$ cat config.mk
export PLATFORM = sky130hd
export DESIGN_NAME = lgas_top
export DESIGN_NICKNAME = d
export VERILOG_FILES = /design/src/lgas_pkg.sv /design/src/lgas_fifo_if.sv /design/src/lgas_top.sv /design/src/lgas_fifo_watch.sv
export SDC_FILE = /design/constraint.sdc
export NUM_CORES = 1
export LEC_CHECK = 0
export ABC_CLOCK_PERIOD_IN_PS = 2270
export BUFFER_PORTS_ARGS = -buffer_cell sky130_fd_sc_hd__clkbuf_2
export CORE_ASPECT_RATIO = 1.5
export CORE_UTILIZATION = 52
export CTS_BUF_LIST = sky130_fd_sc_hd__clkbuf_4
export DETAILED_ROUTE_END_ITERATION = 6
export PLACE_DENSITY = 0.9
export SETUP_SLACK_MARGIN = 0.2
export SLEW_MARGIN = 20
export SYNTH_ARGS = -nofsm -noshare
export SYNTH_HDL_FRONTEND = slang
export SYNTH_SLANG_ARGS = --single-unit
$ cat constraint.sdc
create_clock -name clk_in -period 2.27 [get_ports clk_in]
set_clock_uncertainty 0.15 [all_clocks]
set_input_delay 0.227 -clock clk_in [delete_from_list [all_inputs] [get_ports clk_in]]
set_output_delay 0.227 -clock clk_in [all_outputs]
set_load 0.02 [all_outputs]
$ cat src/lgas_pkg.sv
// Constants for the link group alignment status register bank.
// Assumes a 32-bit classic Wishbone bus with byte addresses on 20 bits.
package lgas_pkg;

  // Bus shape.
  localparam int LGAS_ADR_W = 20;
  localparam int LGAS_DAT_W = 32;

  // Link count and receive FIFO address width.
  localparam int LGAS_LINKS = 8;
  localparam int LGAS_PTR_W = 4;

  // Register indices; the byte address is four times the index.
  localparam logic [LGAS_ADR_W-1:0] LGAS_IDX_CELLDROP = 20'h30A0B;
  localparam logic [LGAS_ADR_W-1:0] LGAS_IDX_UNALIGNED = 20'h30A0C;
  localparam logic [LGAS_ADR_W-1:0] LGAS_IDX_NEARFULL = 20'h30A0D;
  localparam logic [LGAS_ADR_W-1:0] LGAS_IDX_MISALIGN = 20'h30A0E;
  localparam logic [LGAS_ADR_W-1:0] LGAS_IDX_CTRL = 20'h30A10;
  localparam logic [LGAS_ADR_W-1:0] LGAS_IDX_FIFO_MIN = 20'h30A11;
  localparam logic [LGAS_ADR_W-1:0] LGAS_IDX_EVT_CLR = 20'h30A12;
  localparam logic [LGAS_ADR_W-1:0] LGAS_IDX_EVT_EN = 20'h30A13;

  // Byte addresses derived from the indices.
  localparam logic [LGAS_ADR_W-1:0] LGAS_ADDR_CELLDROP = 20'h30A0B << 2;
  localparam logic [LGAS_ADR_W-1:0] LGAS_ADDR_UNALIGNED = 20'h30A0C << 2;
  localparam logic [LGAS_ADR_W-1:0] LGAS_ADDR_NEARFULL = 20'h30A0D << 2;
  localparam logic [LGAS_ADR_W-1:0] LGAS_ADDR_MISALIGN = 20'h30A0E << 2;
  localparam logic [LGAS_ADR_W-1:0] LGAS_ADDR_CTRL = 20'h30A10 << 2;
  localparam logic [LGAS_ADR_W-1:0] LGAS_ADDR_FIFO_MIN = 20'h30A11 << 2;
  localparam logic [LGAS_ADR_W-1:0] LGAS_ADDR_EVT_CLR = 20'h30A12 << 2;
  localparam logic [LGAS_ADR_W-1:0] LGAS_ADDR_EVT_EN = 20'h30A13 << 2;

  // Byte lanes of the combined status, clear and enable words.
  localparam int LGAS_LANE_CELLDROP = 0;
  localparam int LGAS_LANE_UNALIGNED = 1;
  localparam int LGAS_LANE_NEARFULL = 2;
  localparam int LGAS_LANE_MISALIGN = 3;

  // Bit positions in the cell drop and bundle misalign registers.
  localparam int LGAS_CB_PAIR_B_HI = 3;
  localparam int LGAS_CB_PAIR_B_LO = 4;
  localparam int LGAS_CB_PAIR_A_HI = 5;
  localparam int LGAS_CB_PAIR_A_LO = 6;
  localparam int LGAS_CB_ALL = 7;

  // Bit positions in the unaligned and near-full registers.
  localparam int LGAS_SB_QUAD_B = 1;
  localparam int LGAS_SB_PAIR_B_HI = 2;
  localparam int LGAS_SB_PAIR_B_LO = 3;
  localparam int LGAS_SB_QUAD_A = 4;
  localparam int LGAS_SB_PAIR_A_HI = 5;
  localparam int LGAS_SB_PAIR_A_LO = 6;
  localparam int LGAS_SB_ALL = 7;

  // Event input vectors: index of each group.
  localparam int LGAS_CE_PAIR_B_HI = 0;
  localparam int LGAS_CE_PAIR_B_LO = 1;
  localparam int LGAS_CE_PAIR_A_HI = 2;
  localparam int LGAS_CE_PAIR_A_LO = 3;
  localparam int LGAS_CE_ALL = 4;
  localparam int LGAS_SE_QUAD_B = 0;
  localparam int LGAS_SE_PAIR_B_HI = 1;
  localparam int LGAS_SE_PAIR_B_LO = 2;
  localparam int LGAS_SE_QUAD_A = 3;
  localparam int LGAS_SE_PAIR_A_HI = 4;
  localparam int LGAS_SE_PAIR_A_LO = 5;
  localparam int LGAS_SE_ALL = 6;

  // Defined bits of each status byte; everything else reads zero.
  localparam logic [7:0] LGAS_CELL_MASK = 8'hF8;
  localparam logic [7:0] LGAS_SONET_MASK = 8'hFE;

  // Control register fields and reset values.
  localparam int LGAS_CTRL_MODE_BIT = 0;
  localparam logic [7:0] LGAS_STAT_RST = 8'h00;
  localparam logic [31:0] LGAS_EN_RST = 32'h0000_0000;
  localparam logic [LGAS_PTR_W-1:0] LGAS_FIFO_MIN_RST = 4'h4;

  typedef enum logic {
    LGAS_MODE_CELL = 1'b0,
    LGAS_MODE_SONET = 1'b1
  } lgas_mode_t;

endpackage : lgas_pkg

$ cat src/lgas_fifo_if.sv
// Carrier between the register bank and the FIFO near-full watcher.
// Assumes both ends sit on the same clock.
`timescale 1ns/10ps
`default_nettype none
interface lgas_fifo_if;
  import lgas_pkg::*;

  logic [LGAS_LINKS-1:0] wr_zero;
  logic [LGAS_LINKS*LGAS_PTR_W-1:0] rd_ptr;
  logic [LGAS_PTR_W-1:0] min_level;
  logic [LGAS_LINKS-1:0] near;

  modport watcher (input wr_zero, input rd_ptr, input min_level,
    output near);
  modport core (output wr_zero, output rd_ptr, output min_level,
    input near);
endinterface : lgas_fifo_if
`default_nettype wire

$ cat src/lgas_top.sv
// Link group alignment status bank with a classic Wishbone slave.
// Assumes all event inputs come from logic on clk_in, so no
// synchronisers stand in front of them.
//
// Decided for this implementation: the Wishbone register port.
`timescale 1ns/10ps
`default_nettype none

module lgas_top (
  input wire logic clk_in,
  input wire logic sys_rst_in,
  input wire logic wb_cyc_in,
  input wire logic wb_stb_in,
  input wire logic wb_we_in,
  input wire logic [lgas_pkg::LGAS_ADR_W-1:0] wb_adr_in,
  input wire logic [3:0] wb_sel_in,
  input wire logic [lgas_pkg::LGAS_DAT_W-1:0] wb_dat_in,
  output logic [lgas_pkg::LGAS_DAT_W-1:0] wb_dat_out,
  output logic wb_ack_out,
  input wire logic [4:0] celldrop_evt_in,
  input wire logic [6:0] unaligned_evt_in,
  input wire logic [4:0] misalign_evt_in,
  input wire logic [lgas_pkg::LGAS_LINKS-1:0] fifo_wr_zero_in,
  input wire logic [lgas_pkg::LGAS_LINKS*lgas_pkg::LGAS_PTR_W-1:0]
    fifo_rd_ptr_in,
  output logic sonet_mode_out,
  output logic irq_out
);
  import lgas_pkg::*;

  // Register map, word indices on the bus; the byte address is four times.
  //   Cell drop status: read-only, bits 7 to 3 defined.
  //   Unaligned status: read-only, bits 7 to 1 defined.
  //   Near-full status: read-only, bits 7 to 1 defined.
  //   Bundle misalign status: read-only, bits 7 to 3 defined.
  //   Control: bit 0 selects SONET mode when set.
  //   FIFO minimum: four-bit near-full threshold.
  //   Event clear: write-only, one byte lane per status register.
  //   Event enable: read and write, same layout as the clear word.
  // Reads of the clear word and of unmapped indices return zero, and
  // writes to unmapped indices or to the status words change nothing. Every access
  // gets an ack, so a stray address never stalls the master.

  // Word match on a byte address; the low two bits are ignored.
  function automatic logic lgas_hit(
    input logic [LGAS_ADR_W-1:0] adr,
    input logic [LGAS_ADR_W-1:0] base
  );
    lgas_hit = (adr[LGAS_ADR_W-1:2] == base[LGAS_ADR_W-1:2]);
  endfunction : lgas_hit

  // Bus state.
  logic ack_reg;
  logic [LGAS_DAT_W-1:0] rdata_reg;
  logic bus_req;
  logic wr_go;
  logic rd_go;

  // Software state.
  lgas_mode_t mode_reg;
  logic [LGAS_PTR_W-1:0] fifo_min_reg;
  logic [31:0] en_reg;
  logic [31:0] stat_reg;
  logic [31:0] stat_next;
  logic [31:0] set_vec;
  logic [31:0] clr_vec;
  logic [31:0] valid_mask;
  logic irq_reg;

  // Per-byte write mask from the lane selects.
  logic [31:0] lane_mask;

  // Grouped near-full events from the watcher.
  logic [7:0] near;
  logic nf_pair_a_lo;
  logic nf_pair_a_hi;
  logic nf_pair_b_lo;
  logic nf_pair_b_hi;
  logic nf_quad_a;
  logic nf_quad_b;
  logic nf_all;

  // Mode qualifiers for event capture.
  logic cell_on;
  logic sonet_on;

  lgas_fifo_if fifo_bus ();

  // The watcher registers its compare, so near-full status lands one
  // cycle later than the other event groups.
  // Hand the FIFO view and threshold to the watcher.
  assign fifo_bus.wr_zero = fifo_wr_zero_in;
  assign fifo_bus.rd_ptr = fifo_rd_ptr_in;
  assign fifo_bus.min_level = fifo_min_reg;
  assign near = fifo_bus.near;

  lgas_fifo_watch u_watch (
    .clk_in(clk_in),
    .sys_rst_in(sys_rst_in),
    .fw(fifo_bus.watcher)
  );

  // Bus timing: the request is seen on one edge, ack rises after it and
  // stands for one cycle. Reads capture on the seeing edge, so the data
  // is ready at the edge where the master samples ack. Writes wait for
  // the ack edge itself, which is where the master expects them to land.
  // A master that drops the strobe early therefore writes nothing.
  // Bus request decode. A write lands on the edge where ack is seen.
  assign bus_req = wb_cyc_in & wb_stb_in;
  assign wr_go = bus_req & wb_we_in & ack_reg;
  assign rd_go = bus_req & ~wb_we_in & ~ack_reg;

  // Expand the byte selects into a bit mask.
  genvar b;
  generate
    for (b = 0; b < 4; b++) begin : g_lane
      assign lane_mask[b*8 +: 8] = {8{wb_sel_in[b]}};
    end
  endgenerate

  // Ack one cycle after the request is seen and drop it the next.
  // Unmapped addresses are acknowledged too, so no master can hang.
  // Ack comes from a flop, so it never glitches while the address
  // decode settles.
  always_ff @(posedge clk_in) begin
    if (sys_rst_in) begin
      ack_reg <= 1'b0;
    end else begin
      ack_reg <= bus_req & ~ack_reg;
    end
  end

  // Read data is captured with the ack and stands while it is high.
  // Reserved bits zero.
  always_ff @(posedge clk_in) begin
    if (sys_rst_in) begin
      rdata_reg <= '0;
    end else if (rd_go) begin
      rdata_reg <= '0;
      if (lgas_hit(wb_adr_in, LGAS_ADDR_CELLDROP)) begin
        rdata_reg[7:0] <= stat_reg[LGAS_LANE_CELLDROP*8 +: 8] &
          LGAS_CELL_MASK;
      end else if (lgas_hit(wb_adr_in, LGAS_ADDR_UNALIGNED)) begin
        rdata_reg[7:0] <= stat_reg[LGAS_LANE_UNALIGNED*8 +: 8] &
          LGAS_SONET_MASK;
      end else if (lgas_hit(wb_adr_in, LGAS_ADDR_NEARFULL)) begin
        rdata_reg[7:0] <= stat_reg[LGAS_LANE_NEARFULL*8 +: 8] &
          LGAS_SONET_MASK;
      end else if (lgas_hit(wb_adr_in, LGAS_ADDR_MISALIGN)) begin
        rdata_reg[7:0] <= stat_reg[LGAS_LANE_MISALIGN*8 +: 8] &
          LGAS_CELL_MASK;
      end else if (lgas_hit(wb_adr_in, LGAS_ADDR_CTRL)) begin
        rdata_reg[LGAS_CTRL_MODE_BIT] <= mode_reg;
      end else if (lgas_hit(wb_adr_in, LGAS_ADDR_FIFO_MIN)) begin
        rdata_reg[LGAS_PTR_W-1:0] <= fifo_min_reg;
      end else if (lgas_hit(wb_adr_in, LGAS_ADDR_EVT_EN)) begin
        rdata_reg <= en_reg & valid_mask;
      end
    end else begin
      // Back to zero on the ack edge, so the bus idles at zero.
      rdata_reg <= '0;
    end
  end

  // Mode control: cell mode after reset.
  // A mode switch leaves the status words as they are.
  always_ff @(posedge clk_in) begin
    if (sys_rst_in) begin
      mode_reg <= LGAS_MODE_CELL;
    end else if (wr_go && wb_sel_in[0] &&
                 lgas_hit(wb_adr_in, LGAS_ADDR_CTRL)) begin
      mode_reg <= lgas_mode_t'(wb_dat_in[LGAS_CTRL_MODE_BIT]);
    end
  end

  // Receive FIFO minimum level used by the near-full compare.
  // A threshold of zero can never trip, since no pointer is below it.
  // Programmed threshold.
  always_ff @(posedge clk_in) begin
    if (sys_rst_in) begin
      fifo_min_reg <= LGAS_FIFO_MIN_RST;
    end else if (wr_go && wb_sel_in[0] &&
                 lgas_hit(wb_adr_in, LGAS_ADDR_FIFO_MIN)) begin
      fifo_min_reg <= wb_dat_in[LGAS_PTR_W-1:0];
    end
  end

  // Interrupt enables share the status layout; byte lanes apply.
  // Reserved enables ignored.
  always_ff @(posedge clk_in) begin
    if (sys_rst_in) begin
      en_reg <= LGAS_EN_RST;
    end else if (wr_go && lgas_hit(wb_adr_in, LGAS_ADDR_EVT_EN)) begin
      en_reg <= ((en_reg & ~lane_mask) | (wb_dat_in & lane_mask)) &
        valid_mask;
    end
  end

  // Only defined status bits may ever hold a one.
  // The same mask guards the status and enable words, which keeps the
  // reserved positions at zero whatever software writes.
  assign valid_mask = {LGAS_CELL_MASK, LGAS_SONET_MASK,
                       LGAS_SONET_MASK, LGAS_CELL_MASK};

  // Mode gating sits here rather than at the inputs: the alignment
  // logic may keep pulsing events of the idle mode, and they must not
  // leave sticky bits that software would misread after a mode switch.
  // Bits already set survive a switch until software clears them.
  // Mode qualifiers: events of the other mode are not recorded.
  assign cell_on = (mode_reg == LGAS_MODE_CELL);
  assign sonet_on = (mode_reg == LGAS_MODE_SONET);

  // A pair, quad or eight-link bit is the OR of its member links; the
  // status does not say which link of a group tripped, so software
  // that needs the link must look at the pointers itself.
  // Near-full grouping over the per-link pulses.
  // Links 0..3 are AA, AB, AC, AD and 4..7 are BA, BB, BC, BD.
  // Block A and B pairs, then the two quads and the all-link OR.
  assign nf_pair_a_lo = near[0] | near[1];
  assign nf_pair_a_hi = near[2] | near[3];
  assign nf_pair_b_lo = near[4] | near[5];
  assign nf_pair_b_hi = near[6] | near[7];
  assign nf_quad_a = |near[3:0];
  assign nf_quad_b = |near[7:4];
  assign nf_all = |near;

  // Assemble the set vector, one byte per status register.
  always_comb begin
    set_vec = '0;
    set_vec[LGAS_LANE_CELLDROP*8 + LGAS_CB_PAIR_B_HI] =
      cell_on & celldrop_evt_in[LGAS_CE_PAIR_B_HI];
    set_vec[LGAS_LANE_CELLDROP*8 + LGAS_CB_PAIR_B_LO] =
      cell_on & celldrop_evt_in[LGAS_CE_PAIR_B_LO];
    set_vec[LGAS_LANE_CELLDROP*8 + LGAS_CB_PAIR_A_HI] =
      cell_on & celldrop_evt_in[LGAS_CE_PAIR_A_HI];
    set_vec[LGAS_LANE_CELLDROP*8 + LGAS_CB_PAIR_A_LO] =
      cell_on & celldrop_evt_in[LGAS_CE_PAIR_A_LO];
    set_vec[LGAS_LANE_CELLDROP*8 + LGAS_CB_ALL] =
      cell_on & celldrop_evt_in[LGAS_CE_ALL];
    set_vec[LGAS_LANE_UNALIGNED*8 + LGAS_SB_QUAD_B] =
      sonet_on & unaligned_evt_in[LGAS_SE_QUAD_B];
    set_vec[LGAS_LANE_UNALIGNED*8 + LGAS_SB_PAIR_B_HI] =
      sonet_on & unaligned_evt_in[LGAS_SE_PAIR_B_HI];
    set_vec[LGAS_LANE_UNALIGNED*8 + LGAS_SB_PAIR_B_LO] =
      sonet_on & unaligned_evt_in[LGAS_SE_PAIR_B_LO];
    set_vec[LGAS_LANE_UNALIGNED*8 + LGAS_SB_QUAD_A] =
      sonet_on & unaligned_evt_in[LGAS_SE_QUAD_A];
    set_vec[LGAS_LANE_UNALIGNED*8 + LGAS_SB_PAIR_A_HI] =
      sonet_on & unaligned_evt_in[LGAS_SE_PAIR_A_HI];
    set_vec[LGAS_LANE_UNALIGNED*8 + LGAS_SB_PAIR_A_LO] =
      sonet_on & unaligned_evt_in[LGAS_SE_PAIR_A_LO];
    set_vec[LGAS_LANE_UNALIGNED*8 + LGAS_SB_ALL] =
      sonet_on & unaligned_evt_in[LGAS_SE_ALL];
    set_vec[LGAS_LANE_NEARFULL*8 + LGAS_SB_QUAD_B] = sonet_on & nf_quad_b;
    set_vec[LGAS_LANE_NEARFULL*8 + LGAS_SB_PAIR_B_HI] =
      sonet_on & nf_pair_b_hi;
    set_vec[LGAS_LANE_NEARFULL*8 + LGAS_SB_PAIR_B_LO] =
      sonet_on & nf_pair_b_lo;
    set_vec[LGAS_LANE_NEARFULL*8 + LGAS_SB_QUAD_A] = sonet_on & nf_quad_a;
    set_vec[LGAS_LANE_NEARFULL*8 + LGAS_SB_PAIR_A_HI] =
      sonet_on & nf_pair_a_hi;
    set_vec[LGAS_LANE_NEARFULL*8 + LGAS_SB_PAIR_A_LO] =
      sonet_on & nf_pair_a_lo;
    set_vec[LGAS_LANE_NEARFULL*8 + LGAS_SB_ALL] = sonet_on & nf_all;
    set_vec[LGAS_LANE_MISALIGN*8 + LGAS_CB_PAIR_B_HI] =
      cell_on & misalign_evt_in[LGAS_CE_PAIR_B_HI];
    set_vec[LGAS_LANE_MISALIGN*8 + LGAS_CB_PAIR_B_LO] =
      cell_on & misalign_evt_in[LGAS_CE_PAIR_B_LO];
    set_vec[LGAS_LANE_MISALIGN*8 + LGAS_CB_PAIR_A_HI] =
      cell_on & misalign_evt_in[LGAS_CE_PAIR_A_HI];
    set_vec[LGAS_LANE_MISALIGN*8 + LGAS_CB_PAIR_A_LO] =
      cell_on & misalign_evt_in[LGAS_CE_PAIR_A_LO];
    set_vec[LGAS_LANE_MISALIGN*8 + LGAS_CB_ALL] =
      cell_on & misalign_evt_in[LGAS_CE_ALL];
  end

  // Byte lanes mask the clear word, so a narrow write clears only the
  // status registers whose lane it selects.
  // Clear pulses come from writes to the write-only clear word.
  assign clr_vec = (wr_go && lgas_hit(wb_adr_in, LGAS_ADDR_EVT_CLR)) ?
    (wb_dat_in & lane_mask) : 32'h0000_0000;

  // Sticky status: a set in the same cycle as a clear wins, so an event
  // landing on a software clear is never lost.
  // Status is read-only.
  assign stat_next = ((stat_reg & ~clr_vec) | set_vec) & valid_mask;

  always_ff @(posedge clk_in) begin
    if (sys_rst_in) begin
      stat_reg <= {4{LGAS_STAT_RST}};
    end else begin
      stat_reg <= stat_next;
    end
  end

  // The extra cycle of latency buys a glitch-free pin, since the enable
  // and status words meet in logic before a flop.
  // Level interrupt; registered, so it trails the status by one cycle.
  always_ff @(posedge clk_in) begin
    if (sys_rst_in) begin
      irq_reg <= 1'b0;
    end else begin
      irq_reg <= |(stat_reg & en_reg);
    end
  end

  // Port drive.
  assign wb_ack_out = ack_reg;
  assign wb_dat_out = rdata_reg;
  assign irq_out = irq_reg;
  assign sonet_mode_out = mode_reg;
endmodule : lgas_top
`default_nettype wire

$ cat src/lgas_fifo_watch.sv
// Per-link near-full detector for the receive alignment FIFOs.
// Assumes write-to-location-zero strobes and read pointers on clk_in.
`timescale 1ns/10ps
`default_nettype none
module lgas_fifo_watch (
  input wire logic clk_in,
  input wire logic sys_rst_in,
  lgas_fifo_if.watcher fw
);
  import lgas_pkg::*;

  logic [LGAS_LINKS-1:0] near_reg;

  // One detector per link; a pulse marks a near-full sample.
  genvar i;
  generate
    for (i = 0; i < LGAS_LINKS; i++) begin : g_link
      always_ff @(posedge clk_in) begin
        if (sys_rst_in) begin
          near_reg[i] <= 1'b0;
        end else begin
          near_reg[i] <= fw.wr_zero[i] &&
            (fw.rd_ptr[i*LGAS_PTR_W +: LGAS_PTR_W] < fw.min_level);
        end
      end
    end
  endgenerate

  // The result leaves as registered one-cycle pulses.
  assign fw.near = near_reg;
endmodule : lgas_fifo_watch
`default_nettype wire

==> results of run 1 <==
[worst min-delay path: cells and delay by family]
family                   cells  cell delay, ns
buffers and inverters        1            0.08
adder cells (fa/ha/maj)      1            0.13
AO/OA/AOI/OAI                2            0.21
[kinds of logic after synthesis]
kind of cell | count (synthesis)
adders and majority gates | 24
other | 1
and+or+nand+nor | 174
DFF | 90
buffers and inverters | 51
muxes | 2
AOI/OAI and AO/OA | 161
[cells in the mapped netlist (all sizes together)]
cell type,instances,area share
and4bb,1,0.0028
nor4b,3,0.016
nand2b,17,0.024
and2,22,0.031
o2bb2ai,5,0.0098
mux2,1,0.0025
nand4,33,0.046
a221oi,3,0.0059
nor2,13,0.011
nand2,34,0.029
a21o,16,0.027
clkbuf,22,0.019
nand3,6,0.0095
nor4bb,1,0.0022
nor4,8,0.011
a2111oi,5,0.0098
buf,17,0.023
o211ai,5,0.0084
a22oi,12,0.020
a31oi,3,0.0042
o21a,3,0.0051
o311a,1,0.0022
ha,24,0.067
dfxtp,90,0.40
mux2i,1,0.0022
nor2b,8,0.011
o21ai,34,0.038
and3,10,0.014
nor3,11,0.018
a211o,2,0.0039
nand4b,2,0.0053
a21oi,54,0.061
or2,2,0.0028
and4,3,0.0059
inv,12,0.010
conb,1,0.00084
a311oi,18,0.035
[final timing paths]
kind,startpoint,endpoint,cells past startpoint
worst max-delay path,wb_stb_in,stat_reg[23],6
worst min register to register,flip-flop,wb_dat_out[10],1
worst max register to register,fifo_bus.min_level[3],u_watch.fw.near[6],6
worst min-delay path,fifo_rd_ptr_in[6],u_watch.fw.near[1],4
[power by group through the flow]
| stage | Combinational [mW] | Sequential (mW) | Clock [mW] |
|---|---|---|---|
| floorplan | 0.131 | 1.64 | 0 |
| global route | 0.434 | 1.62 | 1.07 |
| global placement | 0.259 | 1.65 | 0 |
| detailed placement | 0.269 | 1.65 | 0 |
| CTS | 0.376 | 1.62 | 1.01 |
| finish | 0.406 | 1.62 | 1.01 |
[repair_timing]
item / CTS / global route
setup endpoints to repair: 0 / 4
gates resized for setup: 0 / 1
endpoints found under the hold margin: 62 / 0
hold buffers: 80 / 0
[metal layers]
| layer | global-route usage | wire (um) | up-vias |
|---|---|---|---|
| met4 | 0.264 | 1030 | 0 |
| met1 | 0.360 | 5340 | 2324 |
| li1 | - | - | 2295 |
| met2 | 0.657 | 8170 | 343 |
| met3 | 0.0786 | 1220 | 100 |
| met5 | 0 | 0 | - |
[layout make-up]
class | instances | share of cell area
multi-input combinational | 366 | 0.393
sequential | 90 | 0.290
timing repair buffer | 237 | 0.263
tap | 107 | 0.0216
clock inverter | 6 | 0.0145
clock buffer | 9 | 0.0109
inverter | 12 | 0.00726
[through the flow]
step | instances | setup slack [ns] | area [sq um]
after floorplan | 507 | 0.418 | 4470
after global placement | 732 | 0.219 | 5250
after detailed placement | 732 | 0.176 | 5250
after CTS | 827 | 0.354 | 6200
after global routing | 827 | 0.251 | 6210
final | 827 | 0.301 | 6210
==> impl_metrics.tcl, run 1 <==
set metrics [dict create \
    status "finished, final reports clean" \
    power_mw 3.03 \
    core_sq_um 8360 \
    path_clk_slew_ns 0.15 \
    synth_top_family_by_area "simple AND/OR/NAND/NOR gates" \
    cts_tree "yes" \
    timing.slew.headroom 0.503 \
    final_util 0.742 \
    critPathCaptureType "flip-flop" \
    cts_setup_buffers 0 \
    cp_num_buf_inv 2 \
    rows 41 \
    crit_chain "dlygate4sd3_1 > clkbuf_2 > and4_1 > nand4b_2 > nor3_2 > a311oi_1" \
    avgSynthCellArea_sq_um 8.86 \
    diodes 0 \
    ir_drop_mv 0.352 \
    final_common_cell "clkbuf_2" \
    nets 858 \
    powerDensity_nw_per_um2 488 \
    power_switching_share 0.252 \
    ctsRootBufferMaster "clkbuf_4" \
    clock_path_buffers 2 \
    cts_sinks 90 \
    routed_wl_um 15800 \
    min_period_ns 1.97 \
    pwr-share-clk 0.332 \
    syn_inst 503 \
    combPwrFrac 0.134 \
    grt_first_pass_wirelength_um 24600 \
    critPathMaxStageDelay_ns 0.56 \
    crit_path_max_fanout 7 \
    grt_max_degree 57 \
    synth-seq-area-share 0.404 \
    vias_per_cell 6.12 \
    dieWidth_um 77.6 \
    p_int_mw 2.27 \
    fillers 574 \
    syn-cell-area_sq_um 4460 \
    synth_mux_area_frac 0.00477 \
    maxSlewViolCount 0 \
    die_area_sq_um 8950 \
    fmaxAchievable_ghz 0.508 \
    wire_per_inst_um 19.1 \
    first_iter_violations 412 \
    port_buffers 140 \
    htreeDepth 3 \
    start_util 0.533 \
    drt.antenna.violating_nets 0 \
    vias 5062 \
    grt_overflow 0 \
    synth_compound_area_frac 0.231 \
    setup_viol 0 \
    ff2ff_setup_slack_ns 0.31 \
    antenna_found_initial 0 \
    multi_input_comb_area_sq_um 2440 \
    rsz0062_at_grt "no" \
    drive_gt1_frac 0.257 \
    worstMarginPinSlew_ns 0.727 \
    hold_class "in -> reg" \
    track_usage 0.361 \
    tns_ns 0 \
    start_kind "input port" \
    grt_pass1_vias 5170 \
    required_ns 2.46 \
    arrival_ns 2.16 \
    clk_latency_ns 0.47 \
    p_leak_nw 2.66 \
    critPathKind "in -> reg" \
    synth_cell_types 43 \
    cts_inserted_buffers 9 \
    regArea_sq_um 1800 \
    p_sw_uw 764 \
    cap_viol_max_count 0 \
    cp_slowest_cell "dlygate4sd3_1" \
    remaining_drc_errors 0 \
    pwr-share-seq 0.534 \
    dp_hpwl_um 9690 \
    synthAdderAreaFrac 0.0674 \
    post-route-period-util 0.867 \
    critPathTopFamily "simple AND/OR/NAND/NOR gates" \
    layout_common_cells "clkbuf_2, dfxtp_1, dlygate4sd3_1, a21oi_1" \
    ys_warn_count 0 \
    hold_viol 0 \
    yosys.area_share.simple 0.240 \
    drtPass1Iterations 6 \
    synth-seq-cells 90 \
    die_y_um 115 \
    area.growth.synth_to_final_pct 39.3 \
    ios 153 \
    synth-xor-area-share 0 \
    gp_congestion 0.957 \
    hold-worst-slack_ns 0.0591 \
]
Note: power is estimated with default switching activity, not from simulation.
==> run 2: changes to the inputs <==
ABC_CLOCK_PERIOD_IN_PS = 1700   (was 2270)
CORE_ASPECT_RATIO = 0.9   (was 1.5)
CORE_UTILIZATION = 47   (was 52)
CTS_CLUSTER_DIAMETER = 30   (was unset)
PLACE_DENSITY = 0.87   (was 0.9)
clock period = 1.7 ns   (was 2.27 ns; I/O delays follow)
==> impl_metrics.tcl, run 2 (synthesis results as in run 1) <==
set metrics [dict create \
    final_area_sq_um 6790 \
    cp-startpoint "wb_ack_out" \
    layout_common_cells "clkbuf_2, dfxtp_1, dlygate4sd3_1, a21oi_1, nand2_1" \
    rows 33 \
    worstMarginPinSlew_ns 0.695 \
    diodes 0 \
    powerDensity_nw_per_um2 589 \
    vias 5224 \
    nets 879 \
    multi_input_comb_area_sq_um 2750 \
    regArea_sq_um 1810 \
    crit_path_max_fanout 5 \
    remaining_drc_errors 0 \
    vias_per_cell 6.05 \
    routed_wl_um 16700 \
    drt.antenna.violating_nets 0 \
    first_iter_violations 396 \
    critPathKind "reg -> reg" \
    fmaxAchievable_ghz 0.576 \
    core_sq_um 9170 \
    power_mw 4.00 \
    final_common_cell "clkbuf_2" \
    die_y_um 94.4 \
    required_ns 1.86 \
    drive_gt1_frac 0.371 \
    holdCritStartpoint "wb_cyc_in" \
    maxSlewViolCount 0 \
    p_leak_nw 2.91 \
    ir_drop_mv 0.370 \
    cts_inserted_buffers 9 \
    wire_per_inst_um 19.3 \
    clk_latency_ns 0.45 \
    status "finished, violations left" \
    clock_path_buffers 2 \
    grt_overflow 0 \
    area.growth.synth_to_final_pct 52.3 \
    min_period_ns 1.74 \
    grt_first_pass_wirelength_um 24700 \
    setup_ws_ns -0.0370 \
    ios 153 \
    critPathCaptureType "flip-flop" \
    cap_viol_max_count 0 \
    dieWidth_um 105 \
    start_kind "flip-flop" \
    port_buffers 140 \
    cts_sinks 90 \
    die_area_sq_um 9870 \
    ctsRootBufferMaster "clkbuf_4" \
    htreeDepth 3 \
    grt_pass1_vias 5070 \
    rr_startpoint "wb_ack_out" \
    hold_class "in -> reg" \
    rsz0062_at_grt "yes" \
    antenna_found_initial 0 \
    postPlaceCellArea_sq_um 5480 \
    setup_viol 15 \
    hold_viol 0 \
    timing.slew.headroom 0.537 \
    cp_slowest_cell "dfxtp_4" \
    crit_chain "and4_4 > buf_6 > buf_6 > nand4_1 > o21ai_1 > a21oi_1" \
    post-route-period-util 1.02 \
    gp_congestion 0.897 \
    fillers 612 \
    path_clk_slew_ns 0.16 \
    violations "setup timing" \
    cts_tree "yes" \
    dp_hpwl_um 10200 \
    grt_max_degree 57 \
    critPathMostFrequentCell "buf_6" \
    drtPass1Iterations 5 \
    track_usage 0.322 \
    start_util 0.486 \
    arrival_ns 1.89 \
    critPathMaxStageDelay_ns 0.38 \
]
-- run 2: cell types whose count changed in the layout (fill, tap and decap cells not counted), moves of 8 or more --
cell	previous run	this run
o21ai_2	0	18
buf_6	1	14
a21oi_1	54	46
a311oi_1	18	10
a311oi_2	0	8
buf_4	16	26
dlygate4sd3_1	80	72
a21oi_2	0	8
o21ai_0	34	10
-- run 2: cell type report --
type,instances,area share
clock buffers,9,0.00996
clock inverters,7,0.0124
inverters,12,0.00719
multi-input cells,367,0.405
flip-flops and latches,90,0.266
well taps,122,0.0225
repair buffers,257,0.276
-- run 2: final timing paths --
path	end	slack, ns	cells past startpoint
min reg2reg	flip-flop	0.34	2
min	wb_ack_out	0.03	3
max	fifo_bus.min_level[1]	-0.04	6
max reg2reg	fifo_bus.min_level[1]	-0.04	6
-- run 2: routing by layer --
metal / wire length (um) / GRT usage / share of wire
met1: 6260 / 0.368 / 0.38
met2: 8420 / 0.589 / 0.51
met3: 1460 / 0.0676 / 0.088
met4: 523 / 0.133 / 0.031
met5: 0 / 0 / 0
-- run 2: worst max-delay path, delay by kind of cell, from the launching register on --
kind / cells / cell delay, ns
buffers and inverters: 2 / 0.23
AOI/OAI and AO/OA: 2 / 0.32
DFF: 1 / 0.38
and+or+nand+nor: 2 / 0.49
-- run 2: report_power, final --
group / switching, mW / internal (mW) / leakage (nW) / total [mW]
logic: 0.263 / 0.306 / 2.10 / 0.570
registers: 0.0255 / 2.13 / 0.731 / 2.16
clock network: 0.789 / 0.476 / 0.0794 / 1.27
total: 1.08 / 2.92 / 2.91 / 4.00
-- run 2: metrics by stage --
stage                     setup TNS [ns]  hold WS [ns]  instances  setup WS (ns)   util
after floorplan                        0         0.126        507          0.108      -
after global placement             -1.28         0.226        763        -0.0992  0.598
after detailed placement           -3.52         0.228        763         -0.122  0.598
after CTS                      -0.000790        0.0190        859      -0.000790  0.719
after global routing               -1.42        0.0130        864        -0.0991  0.740
final                             -0.191        0.0271        864        -0.0370  0.740
-- run 2: repair_timing --
| item | CTS | global route |
|---|---|---|
| hold buffers | 72 | 0 |
| endpoints found under the setup margin | 89 | 88 |
| buffers inserted | 7 | 5 |
| endpoints found under the hold margin | 61 | 0 |
| gates cloned | 1 | 0 |
| pin swaps | 23 | 33 |
| gates resized for setup | 61 | 37 |
